$ cat config.mk
export PLATFORM = sky130hd
export DESIGN_NAME = ct_timer_top
export DESIGN_NICKNAME = d
export VERILOG_FILES = /design/src/logic/ct_pkg.sv /design/src/logic/ct_timer_top.sv /design/src/logic/ct_clock_select.sv /design/src/logic/host_bus_port.sv
export SDC_FILE = /design/constraint.sdc
export NUM_CORES = 1
export LEC_CHECK = 0
export BUFFER_PORTS_ARGS = -buffer_cell sky130_fd_sc_hd__buf_2
export CORE_UTILIZATION = 45
export DETAILED_ROUTE_END_ITERATION = 8
export GPL_ROUTABILITY_DRIVEN = 0
export PLACE_DENSITY = 0.66
export SYNTH_ARGS = -nofsm -noshare
export SYNTH_HDL_FRONTEND = slang
export SYNTH_SLANG_ARGS = --single-unit
$ cat constraint.sdc
create_clock -name clock -period 2.6 [get_ports clock]
set_input_delay 0 -clock clock [delete_from_list [all_inputs] [get_ports clock]]
set_output_delay 0 -clock clock [all_outputs]
set_load 0.01 [all_outputs]
$ cat src/logic/ct_pkg.sv
/*
 * constants, field layout and types shared by the counter/timer block.
 * assumes an eight-bit host bus with a four-bit register address.
 */
package ct_pkg;

	// ----------------------------------------
	// widths
	// ----------------------------------------
	localparam int DATA_W = 8;
	localparam int ADDR_W = 4;
	localparam int CNT_W  = 16;
	localparam int DIV_W  = 4;

	// ----------------------------------------
	// register addresses
	// ----------------------------------------
	localparam logic [3:0] ADDR_MODE      = 4'h4; // write: mode and source
	localparam logic [3:0] ADDR_MASK      = 4'h5; // write: irq_mask_reg
	localparam logic [3:0] ADDR_STATUS    = 4'h5; // read: irq_status_reg
	localparam logic [3:0] ADDR_PRESET_HI = 4'h6; // write: preset_high_byte
	localparam logic [3:0] ADDR_COUNT_HI  = 4'h6; // read: live_count_high_byte
	localparam logic [3:0] ADDR_PRESET_LO = 4'h7; // write: preset_low_byte
	localparam logic [3:0] ADDR_COUNT_LO  = 4'h7; // read: live_count_low_byte
	localparam logic [3:0] ADDR_OUTCFG    = 4'hD; // write: out_port_config_reg
	localparam logic [3:0] ADDR_START     = 4'hE; // read: start command
	localparam logic [3:0] ADDR_STOP      = 4'hF; // read: stop command

	// ----------------------------------------
	// field positions
	// ----------------------------------------
	localparam int MODE_LSB   = 4;
	localparam int MODE_MSB   = 6;
	localparam int OUTCFG_LSB = 2;
	localparam int OUTCFG_MSB = 3;
	localparam int READY_BIT  = 3;

	// ----------------------------------------
	// reset values and counting constants
	// ----------------------------------------
	localparam logic [7:0]  MASK_RST   = 8'h00;
	localparam logic [2:0]  MODE_RST   = 3'h0;
	localparam logic [1:0]  OUTCFG_RST = 2'h0;
	localparam logic [15:0] PRESET_RST = 16'h0002;
	localparam logic [15:0] COUNT_RST  = 16'h0000;
	localparam logic [15:0] COUNT_ONE  = 16'h0001;
	localparam logic [3:0]  DIV_LAST   = 4'hF; // divide by sixteen

	// ----------------------------------------
	// types
	// ----------------------------------------
	typedef enum logic [2:0] {
		SRC_CNT_PIN   = 3'h0,
		SRC_CNT_TXA   = 3'h1,
		SRC_CNT_TXB   = 3'h2,
		SRC_CNT_XT16  = 3'h3,
		SRC_TMR_PIN   = 3'h4,
		SRC_TMR_PIN16 = 3'h5,
		SRC_TMR_XT    = 3'h6,
		SRC_TMR_XT16  = 3'h7
	} ct_src_t;

	typedef enum logic [1:0] {
		OP3_SEL_REG = 2'h0,
		OP3_SEL_CT  = 2'h1,
		OP3_SEL_TXB = 2'h2,
		OP3_SEL_RXB = 2'h3
	} op3_sel_t;

	typedef enum logic [1:0] {
		CT_IDLE = 2'h1,
		CT_RUN  = 2'h2
	} ct_state_t;

endpackage : ct_pkg

$ cat src/logic/ct_timer_top.sv
/*
 * counter/timer with interrupt mask gating and out_port_bit3 drive.
 * assumes all inputs synchronous to clock; other status bits come from the serial channels.
 */
`timescale 1ns/1ps
module ct_timer_top (
	input  wire logic       clock,
	input  wire logic       rst,
	input  wire logic       cs_n,
	input  wire logic       rd_n,
	input  wire logic       wr_n,
	input  wire logic [3:0] addr,
	input  wire logic [7:0] data_in,
	output logic [7:0]      data_out,
	output logic            data_oe,
	input  wire logic       crystal_clock_in,
	input  wire logic       in_port_bit2,
	input  wire logic       chan_a_tx_1x_clock,
	input  wire logic       chan_b_tx_1x_clock,
	input  wire logic       chan_b_rx_1x_clock,
	input  wire logic       out_reg_bit3,
	input  wire logic [7:0] other_status,
	output logic            irq_out_n,
	output logic            out_port_bit3_out,
	output logic            out_port_bit3_oe
);

	// ----------------------------------------
	// bus access and source clock
	// ----------------------------------------
	logic       rd_pulse;
	logic       wr_pulse;
	logic [3:0] acc_addr;
	logic [7:0] acc_data;
	logic       tick;

	host_bus_port u_bus (
		.clock    (clock),
		.rst      (rst),
		.cs_n     (cs_n),
		.rd_n     (rd_n),
		.wr_n     (wr_n),
		.addr     (addr),
		.data_in  (data_in),
		.rd_pulse (rd_pulse),
		.wr_pulse (wr_pulse),
		.acc_addr (acc_addr),
		.acc_data (acc_data)
	);

	logic [2:0] mode_q;
	logic [2:0] mode_d;

	ct_clock_select u_src (
		.clock              (clock),
		.rst                (rst),
		.mode_sel           (mode_q),
		.in_port_bit2       (in_port_bit2),
		.chan_a_tx_1x_clock (chan_a_tx_1x_clock),
		.chan_b_tx_1x_clock (chan_b_tx_1x_clock),
		.crystal_clock_in   (crystal_clock_in),
		.tick               (tick)
	);

	// ----------------------------------------
	// write registers
	// ----------------------------------------
	logic [7:0]  irq_mask_reg_q;
	logic [7:0]  irq_mask_reg_d;
	logic [1:0]  outcfg_q;
	logic [1:0]  outcfg_d;
	logic [15:0] preset_q;
	logic [15:0] preset_d;
	logic        start_cmd;
	logic        stop_cmd;

	assign start_cmd = rd_pulse & (acc_addr == ct_pkg::ADDR_START);
	assign stop_cmd  = rd_pulse & (acc_addr == ct_pkg::ADDR_STOP);

	// no read path exists for the preset bytes
	always_comb begin
		irq_mask_reg_d = irq_mask_reg_q;
		mode_d         = mode_q;
		outcfg_d       = outcfg_q;
		preset_d       = preset_q;
		if (wr_pulse) begin
			case (acc_addr)
				ct_pkg::ADDR_MASK:      irq_mask_reg_d = acc_data;
				ct_pkg::ADDR_MODE:      mode_d = acc_data[ct_pkg::MODE_MSB:ct_pkg::MODE_LSB];
				ct_pkg::ADDR_OUTCFG:    outcfg_d = acc_data[ct_pkg::OUTCFG_MSB:ct_pkg::OUTCFG_LSB];
				ct_pkg::ADDR_PRESET_HI: preset_d = {acc_data, preset_q[7:0]};
				ct_pkg::ADDR_PRESET_LO: preset_d = {preset_q[15:8], acc_data};
				default:                preset_d = preset_q;
			endcase
		end
	end

	always_ff @(posedge clock or posedge rst) begin
		if (rst) begin
			irq_mask_reg_q <= ct_pkg::MASK_RST;
			mode_q         <= ct_pkg::MODE_RST;
			outcfg_q       <= ct_pkg::OUTCFG_RST;
			preset_q       <= ct_pkg::PRESET_RST;
		end else begin
			irq_mask_reg_q <= irq_mask_reg_d;
			mode_q         <= mode_d;
			outcfg_q       <= outcfg_d;
			preset_q       <= preset_d;
		end
	end

	// ----------------------------------------
	// counter / timer core
	// ----------------------------------------
	ct_pkg::ct_state_t state_q;
	ct_pkg::ct_state_t state_d;
	logic [15:0]       count_q;
	logic [15:0]       count_d;
	logic              wave_q;
	logic              wave_d;
	logic              term_q;
	logic              term_d;
	logic              ready_q;
	logic              ready_d;
	logic              ready_set;
	logic              timer_mode;
	logic              at_one;

	assign timer_mode = mode_q[2];
	assign at_one     = (count_q <= ct_pkg::COUNT_ONE);

	always_comb begin
		state_d   = state_q;
		count_d   = count_q;
		wave_d    = wave_q;
		term_d    = term_q;
		ready_set = 1'b0;
		if (start_cmd) begin
			count_d = preset_q;
			wave_d  = 1'b1;
			term_d  = 1'b0;
			if (!timer_mode) begin
				state_d = ct_pkg::CT_RUN;
			end
		end else if (timer_mode) begin
			state_d = ct_pkg::CT_IDLE;
			term_d  = 1'b0;
			if (tick) begin
				if (at_one) begin
					count_d   = preset_q;
					wave_d    = ~wave_q;
					ready_set = ~wave_q;
				end else begin
					count_d = count_q - ct_pkg::COUNT_ONE;
				end
			end
		end else begin
			case (state_q)
				ct_pkg::CT_RUN: begin
					if (stop_cmd) begin
						state_d = ct_pkg::CT_IDLE;
						term_d  = 1'b0;
					end else if (tick) begin
						count_d = count_q - ct_pkg::COUNT_ONE;
						if (count_q == ct_pkg::COUNT_ONE) begin
							ready_set = 1'b1;
							term_d    = 1'b1;
						end
					end
				end
				ct_pkg::CT_IDLE: begin
					term_d = 1'b0;
				end
				default: begin
					state_d = ct_pkg::CT_IDLE;
				end
			endcase
		end
		// in timer mode a terminal event in the same cycle as a stop still lands; in counter mode the stop wins
		ready_d = (ready_q & ~stop_cmd) | ready_set;
	end

	always_ff @(posedge clock or posedge rst) begin
		if (rst) begin
			state_q <= ct_pkg::CT_IDLE;
			count_q <= ct_pkg::COUNT_RST;
			wave_q  <= 1'b1;
			term_q  <= 1'b0;
			ready_q <= 1'b0;
		end else begin
			state_q <= state_d;
			count_q <= count_d;
			wave_q  <= wave_d;
			term_q  <= term_d;
			ready_q <= ready_d;
		end
	end

	// ----------------------------------------
	// status, interrupt and readback
	// ----------------------------------------
	logic [7:0] irq_status_reg;
	logic       irq_out_n_q;
	logic       irq_out_n_d;
	logic [7:0] data_out_q;
	logic [7:0] data_out_d;
	logic       data_oe_q;
	logic       data_oe_d;

	always_comb begin
		irq_status_reg            = other_status;
		irq_status_reg[ct_pkg::READY_BIT] = ready_q;
		irq_out_n_d = ~|(irq_status_reg & irq_mask_reg_q);
		data_oe_d   = ~cs_n & ~rd_n;
		data_out_d  = data_out_q;
		if (rd_pulse) begin
			case (acc_addr)
				ct_pkg::ADDR_STATUS:   data_out_d = irq_status_reg;
				ct_pkg::ADDR_COUNT_HI: data_out_d = count_q[15:8];
				ct_pkg::ADDR_COUNT_LO: data_out_d = count_q[7:0];
				default:               data_out_d = 8'h00;
			endcase
		end
	end

	always_ff @(posedge clock or posedge rst) begin
		if (rst) begin
			irq_out_n_q <= 1'b1;
			data_out_q  <= 8'h00;
			data_oe_q   <= 1'b0;
		end else begin
			irq_out_n_q <= irq_out_n_d;
			data_out_q  <= data_out_d;
			data_oe_q   <= data_oe_d;
		end
	end

	// ----------------------------------------
	// out_port_bit3 drive
	// ----------------------------------------
	logic ct_level;
	logic op3_out_q;
	logic op3_out_d;
	logic op3_oe_q;
	logic op3_oe_d;

	assign ct_level = timer_mode ? wave_q : ~term_q;

	// mask plays no part here
	always_comb begin
		case (ct_pkg::op3_sel_t'(outcfg_q))
			ct_pkg::OP3_SEL_CT: begin
				op3_out_d = 1'b0;
				op3_oe_d  = ~ct_level;
			end
			ct_pkg::OP3_SEL_TXB: begin
				op3_out_d = chan_b_tx_1x_clock;
				op3_oe_d  = 1'b1;
			end
			ct_pkg::OP3_SEL_RXB: begin
				op3_out_d = chan_b_rx_1x_clock;
				op3_oe_d  = 1'b1;
			end
			default: begin
				op3_out_d = ~out_reg_bit3;
				op3_oe_d  = 1'b1;
			end
		endcase
	end

	always_ff @(posedge clock or posedge rst) begin
		if (rst) begin
			op3_out_q <= 1'b1;
			op3_oe_q  <= 1'b0;
		end else begin
			op3_out_q <= op3_out_d;
			op3_oe_q  <= op3_oe_d;
		end
	end

	assign irq_out_n         = irq_out_n_q;
	assign data_out          = data_out_q;
	assign data_oe           = data_oe_q;
	assign out_port_bit3_out = op3_out_q;
	assign out_port_bit3_oe  = op3_oe_q;

endmodule : ct_timer_top

$ cat src/logic/ct_clock_select.sv
/*
 * source clock selection and prescaler for the counter/timer.
 * assumes all source pins are synchronous to clock and much slower than it.
 */
`timescale 1ns/1ps
module ct_clock_select (
	input  wire logic       clock,
	input  wire logic       rst,
	input  wire logic [2:0] mode_sel,
	input  wire logic       in_port_bit2,
	input  wire logic       chan_a_tx_1x_clock,
	input  wire logic       chan_b_tx_1x_clock,
	input  wire logic       crystal_clock_in,
	output logic            tick
);

	// ----------------------------------------
	// rising edge of each source
	// ----------------------------------------
	logic [3:0] src;
	logic [3:0] prev_q;
	logic [3:0] prev_d;
	logic [3:0] rise;
	logic [3:0] div_q;
	logic [3:0] div_d;
	logic       base;
	logic       use_div;
	logic       tick_q;
	logic       tick_d;

	assign src = {crystal_clock_in, chan_b_tx_1x_clock, chan_a_tx_1x_clock, in_port_bit2};

	genvar g;
	generate
		for (g = 0; g < 4; g++) begin : g_edge
			assign rise[g] = src[g] & ~prev_q[g];
		end
	endgenerate

	// ----------------------------------------
	// mux and divide
	// ----------------------------------------
	always_comb begin
		prev_d  = src;
		use_div = 1'b0;
		case (ct_pkg::ct_src_t'(mode_sel))
			ct_pkg::SRC_CNT_PIN:   base = rise[0];
			ct_pkg::SRC_CNT_TXA:   base = rise[1];
			ct_pkg::SRC_CNT_TXB:   base = rise[2];
			ct_pkg::SRC_TMR_PIN:   base = rise[0];
			ct_pkg::SRC_TMR_XT:    base = rise[3];
			ct_pkg::SRC_TMR_PIN16: begin
				base    = rise[0];
				use_div = 1'b1;
			end
			default: begin
				base    = rise[3];
				use_div = 1'b1;
			end
		endcase
		div_d  = div_q;
		tick_d = 1'b0;
		if (base) begin
			div_d  = div_q + 4'h1;
			tick_d = ~use_div | (div_q == ct_pkg::DIV_LAST);
		end
	end

	always_ff @(posedge clock or posedge rst) begin
		if (rst) begin
			prev_q <= 4'h0;
			div_q  <= 4'h0;
			tick_q <= 1'b0;
		end else begin
			prev_q <= prev_d;
			div_q  <= div_d;
			tick_q <= tick_d;
		end
	end

	assign tick = tick_q;

endmodule : ct_clock_select

$ cat src/logic/host_bus_port.sv
/*
 * strobe decoder for the eight-bit host bus.
 * assumes bus pins are synchronous to clock; one pulse per read or write.
 */
`timescale 1ns/1ps
module host_bus_port (
	input  wire logic       clock,
	input  wire logic       rst,
	input  wire logic       cs_n,
	input  wire logic       rd_n,
	input  wire logic       wr_n,
	input  wire logic [3:0] addr,
	input  wire logic [7:0] data_in,
	output logic            rd_pulse,
	output logic            wr_pulse,
	output logic [3:0]      acc_addr,
	output logic [7:0]      acc_data
);

	// ----------------------------------------
	// strobe edges
	// ----------------------------------------
	logic       rd_n_q;
	logic       wr_n_q;
	logic       cs_n_q;
	logic [3:0] addr_q;
	logic [7:0] din_q;
	logic       rd_q;
	logic       rd_d;
	logic       wr_q;
	logic       wr_d;
	logic [3:0] acc_addr_q;
	logic [3:0] acc_addr_d;
	logic [7:0] acc_data_q;
	logic [7:0] acc_data_d;

	// reads act on the falling strobe, writes on the rising one so data has settled
	always_comb begin
		rd_d       = ~rd_n & rd_n_q & ~cs_n;
		wr_d       = wr_n & ~wr_n_q & ~cs_n_q;
		acc_addr_d = acc_addr_q;
		acc_data_d = acc_data_q;
		if (rd_d) begin
			acc_addr_d = addr;
		end else if (wr_d) begin
			acc_addr_d = addr_q;
			acc_data_d = din_q;
		end
	end

	always_ff @(posedge clock or posedge rst) begin
		if (rst) begin
			rd_n_q     <= 1'b1;
			wr_n_q     <= 1'b1;
			cs_n_q     <= 1'b1;
			addr_q     <= 4'h0;
			din_q      <= 8'h00;
			rd_q       <= 1'b0;
			wr_q       <= 1'b0;
			acc_addr_q <= 4'h0;
			acc_data_q <= 8'h00;
		end else begin
			rd_n_q     <= rd_n;
			wr_n_q     <= wr_n;
			cs_n_q     <= cs_n;
			addr_q     <= addr;
			din_q      <= data_in;
			rd_q       <= rd_d;
			wr_q       <= wr_d;
			acc_addr_q <= acc_addr_d;
			acc_data_q <= acc_data_d;
		end
	end

	assign rd_pulse = rd_q;
	assign wr_pulse = wr_q;
	assign acc_addr = acc_addr_q;
	assign acc_data = acc_data_q;

endmodule : host_bus_port

==> results.yml <==
status:
  status: "complete, no violations"
clock_network:
  cts_buffers: 9
  clock_path_buffers: 2
  clkSinkCount: 100
  cts-root-buf: "clkbuf_8"
  insertion_delay_ps: 380
  cts-resized-gates: 0
  ctsHtreeMaxLevel: 3
  path_clk_slew_ps: 100
  cts_tree: "done"
synth:
  synth_seq_cells: 100
  synth-edff-count: 0
  synth_area_per_cell_um2: 11.57
  yosys.area_share.adder_pct: 1.390
  ys_async_sr_fraction_pct: 100.0
  yosysTopAreaCell: "dfrtp_1"
  synth_cells: 389
  netlist_area_um2: 4502
  synth_xor_area_share_pct: 0.5837
  synth_warnings: 0
  synth_compound_area_share_pct: 11.59
  yosysSeqAreaShare_pct: 55.81
  synth_flop_cell: "dfrtp_1"
  synth_fp_nets: 425
  synth.top_cells.by_area: "dfrtp_1 (51%), mux2_2 (10%), dfstp_2 (4.7%)"
  synth_top_area_share_pct: 51.14
  synthSimpleGateAreaFrac_pct: 12.23
  ys_types: 56
  synth_top_family_by_area: "multiplexers"
  muxShareOfSynthArea_pct: 14.70
worst_setup_path:
  cp_data_required_time_ps: 2820
  rr_worst_depth: 7
  critPathMaxFanout: 13
  cp_data_arrival_time_ps: 2590
  worstSetupEndpointType: "flop"
  criticalPathCategory: "flop to flop"
  cp-start-kind: "flop"
sta:
  grt_setup_unrepaired: "false"
  timing.hold.ws_ps: 114.1
  setup_viol: 0
  slew_viol_final: 0
  fmax_mhz: 422.2
  slew_headroom_pct: 50.65
  skew_ps: 13.76
  final_hold_viol_count: 0
  tightest_slew_ps: 738.6
  fin_tns_setup_ps: 0
  post-route-period-util_pct: 91.10
  finalCriticalPeriod_ps: 2369
power_and_ir_drop:
  power_switching_uw: 1478
  p_per_area_nw_per_um2: 830.6
  p_int_uw: 2966
  p_leak_uw: 0.002436
  seqPwrFrac_pct: 52.3
  worst_ir_drop_vdd_mv: 0.4518
  swShare_pct: 33.26
  share_comb_of_total_power_pct: 23.8
  pwr-share-clk_pct: 23.9
placed_design:
  post-place-cells: 560
  hpwl_um: 6700
  io_buffers: 41
floorplanning:
  initial_core_util_pct: 46.27
  io_pins: 43
  die_y_um: 102.0
  row_count: 36
  die-area_um2: 10410
  design.core.area_um2: 9729
  die_x_um: 102.0
worst_hold_path:
  hold_path_depth: 5
  worstHoldPathType: "input port to flop"
flow_run:
  max_cap_violations: 0
detailed_routing:
  drt-vias-per-instance: 5.388
  first_pass_iters: 5
  drtAntennaViolNets: 0
  drc_errors: 0
  drt-total-wl_um: 9508
  first_iter_violations: 136
  avgRoutedWirePerCell_um: 15.85
  via_count: 3233
cells_and_area:
  layout-drive-gt1-share_pct: 27.19
  syn2layout_area_growth_pct: 18.84
  stdcell_count: 600
  antenna_cells: 0
  fin_nets: 498
grt:
  antenna_found_initial: 0
  grt_usage_pct: 20.01
  grt_max_degree: 67
  grt_pass1_wl_um: 15660
  grt_pass1_vias: 3078
  grt_overflow: 0
==> state kept, by name (all words and copies together) (netlist names), 4 cells and up <==
| register | count |
|---|---|
| preset_q | 16 |
| irq_mask_reg_q | 8 |
| u_bus.din_q | 8 |
| u_src.div_q | 4 |
| u_bus.acc_data | 8 |
| u_bus.acc_addr | 4 |
| count_q | 16 |
| data_out | 8 |
| u_bus.addr_q | 4 |
| u_src.prev_q | 4 |
==> final timing paths <==
path	start	endpoint	slack [ps]
min in group asynchronous	rst	preset_q[12]	280
min reg2reg	u_src.div_q[3]	u_src.div_q[3]	470
max in group asynchronous	rst	u_bus.wr_n_q	1500
min	other_status[5]	data_out[5]	110
max	count_q[0]	count_q[9]	230
max reg2reg	count_q[0]	count_q[9]	230
==> timing repair <==
| action | in CTS | in global routing |
|---|---|---|
| hold endpoints to repair | 58 | 0 |
| hold buffers | 24 | 0 |
| setup buffers | 0 | 0 |
==> power by group through the flow <==
stage | logic [µW] | registers, µW | clock network [µW]
after detailed placement | 1010 | 2350 | 0
after CTS | 1060 | 2320 | 1090
after floorplan | 803 | 2210 | 0
after global placement | 981 | 2330 | 0
after global routing | 1190 | 2390 | 1150
final | 1060 | 2320 | 1060
==> through the flow <==
step                worst slack (ps)  power (µW)  area (µm²)  util, %
detailed placement             313.0        3366        4892    50.28
floorplan                      562.1        3014        4506        -
global route                   28.38        4729        5350    54.99
global placement               363.8        3316        4892    50.28
CTS                            285.5        4476        5350    54.99
finish                         231.4        4444        5350    54.99
==> placed cells by master, fill, tap and decap left out, types with 2 or more instances in the layout <==
| cell | n |
|---|---|
| a21oi_1 | 19 |
| a22oi_1 | 11 |
| a31oi_1 | 2 |
| and2_1 | 2 |
| and3b_1 | 2 |
| buf_2 | 41 |
| buf_4 | 9 |
| clkbuf_8 | 11 |
| clkinvlp_4 | 2 |
| dfrtp_1 | 92 |
| dfstp_2 | 8 |
| dlygate4sd3_1 | 24 |
| ha_1 | 5 |
| inv_1 | 24 |
| mux2_2 | 41 |
| mux2i_1 | 20 |
| nand2_1 | 25 |
| nand2b_1 | 2 |
| nand3_1 | 12 |
| nand3b_1 | 2 |
| nand4_1 | 3 |
| nor2_1 | 28 |
| nor2b_1 | 2 |
| nor3_1 | 4 |
| nor4_4 | 2 |
| o211ai_1 | 4 |
| o21ai_0 | 18 |
| o22a_1 | 3 |
| o22ai_1 | 9 |
| o2bb2a_1 | 2 |
| o31ai_1 | 3 |
| or3_1 | 5 |
| xor2_1 | 2 |
==> worst max-delay path, stage by stage, from the launching register on <==
cell       delay, ps
dfrtp_1          460
inv_1             70
ha_1             270
o2111ai_1        470
o21a_2           410
buf_4            220
mux2i_1          200
a22oi_1          100
==> area by class of cell <==
cell class	instances	area, µm²
fill	881	4379
tap	133	166.4
multi-input combinational	251	1823
inverter	25	97.59
timing repair buffer	75	533.0
sequential	100	2512
clock buffer	11	151.4
clock inverter	5	66.31
==> metal layers <==
layer  routed length, µm  global-route usage, %  vias to the layer above
met3                 393                  4.583                       12
li1                    -                      -                     1537
met1                4376                  27.20                     1608
met5                   0                      0                        -
met2                4595                  31.39                       76
met4                 143                  7.363                        0
==> kinds of logic after synthesis <==
| group | count (synthesis) |
|---|---|
| AO/OA/AOI/OAI | 81 |
| XOR/XNOR | 3 |
| adder cells (fa/ha/maj) | 5 |
| buffers and inverters | 38 |
| flip-flops | 100 |
| multiplexers | 61 |
| AND/OR/NAND/NOR | 101 |
==> synth_stat cells, types with 3 or more instances <==
master and instances:
a21oi_1 19, a22oi_1 11, buf_2 4, clkbuf_1 5, dfrtp_1 92, dfstp_2 8
ha_1 5, inv_1 25, mux2_2 41, mux2i_1 20, nand2_1 25, nand3_1 12
nand4_1 3, nor2_1 28, nor3_1 4, o211ai_1 4, o21ai_0 18, o22a_1 3
o22ai_1 9, o31ai_1 3, or3_1 5
Note: power is estimated with default switching activity, not from simulation.
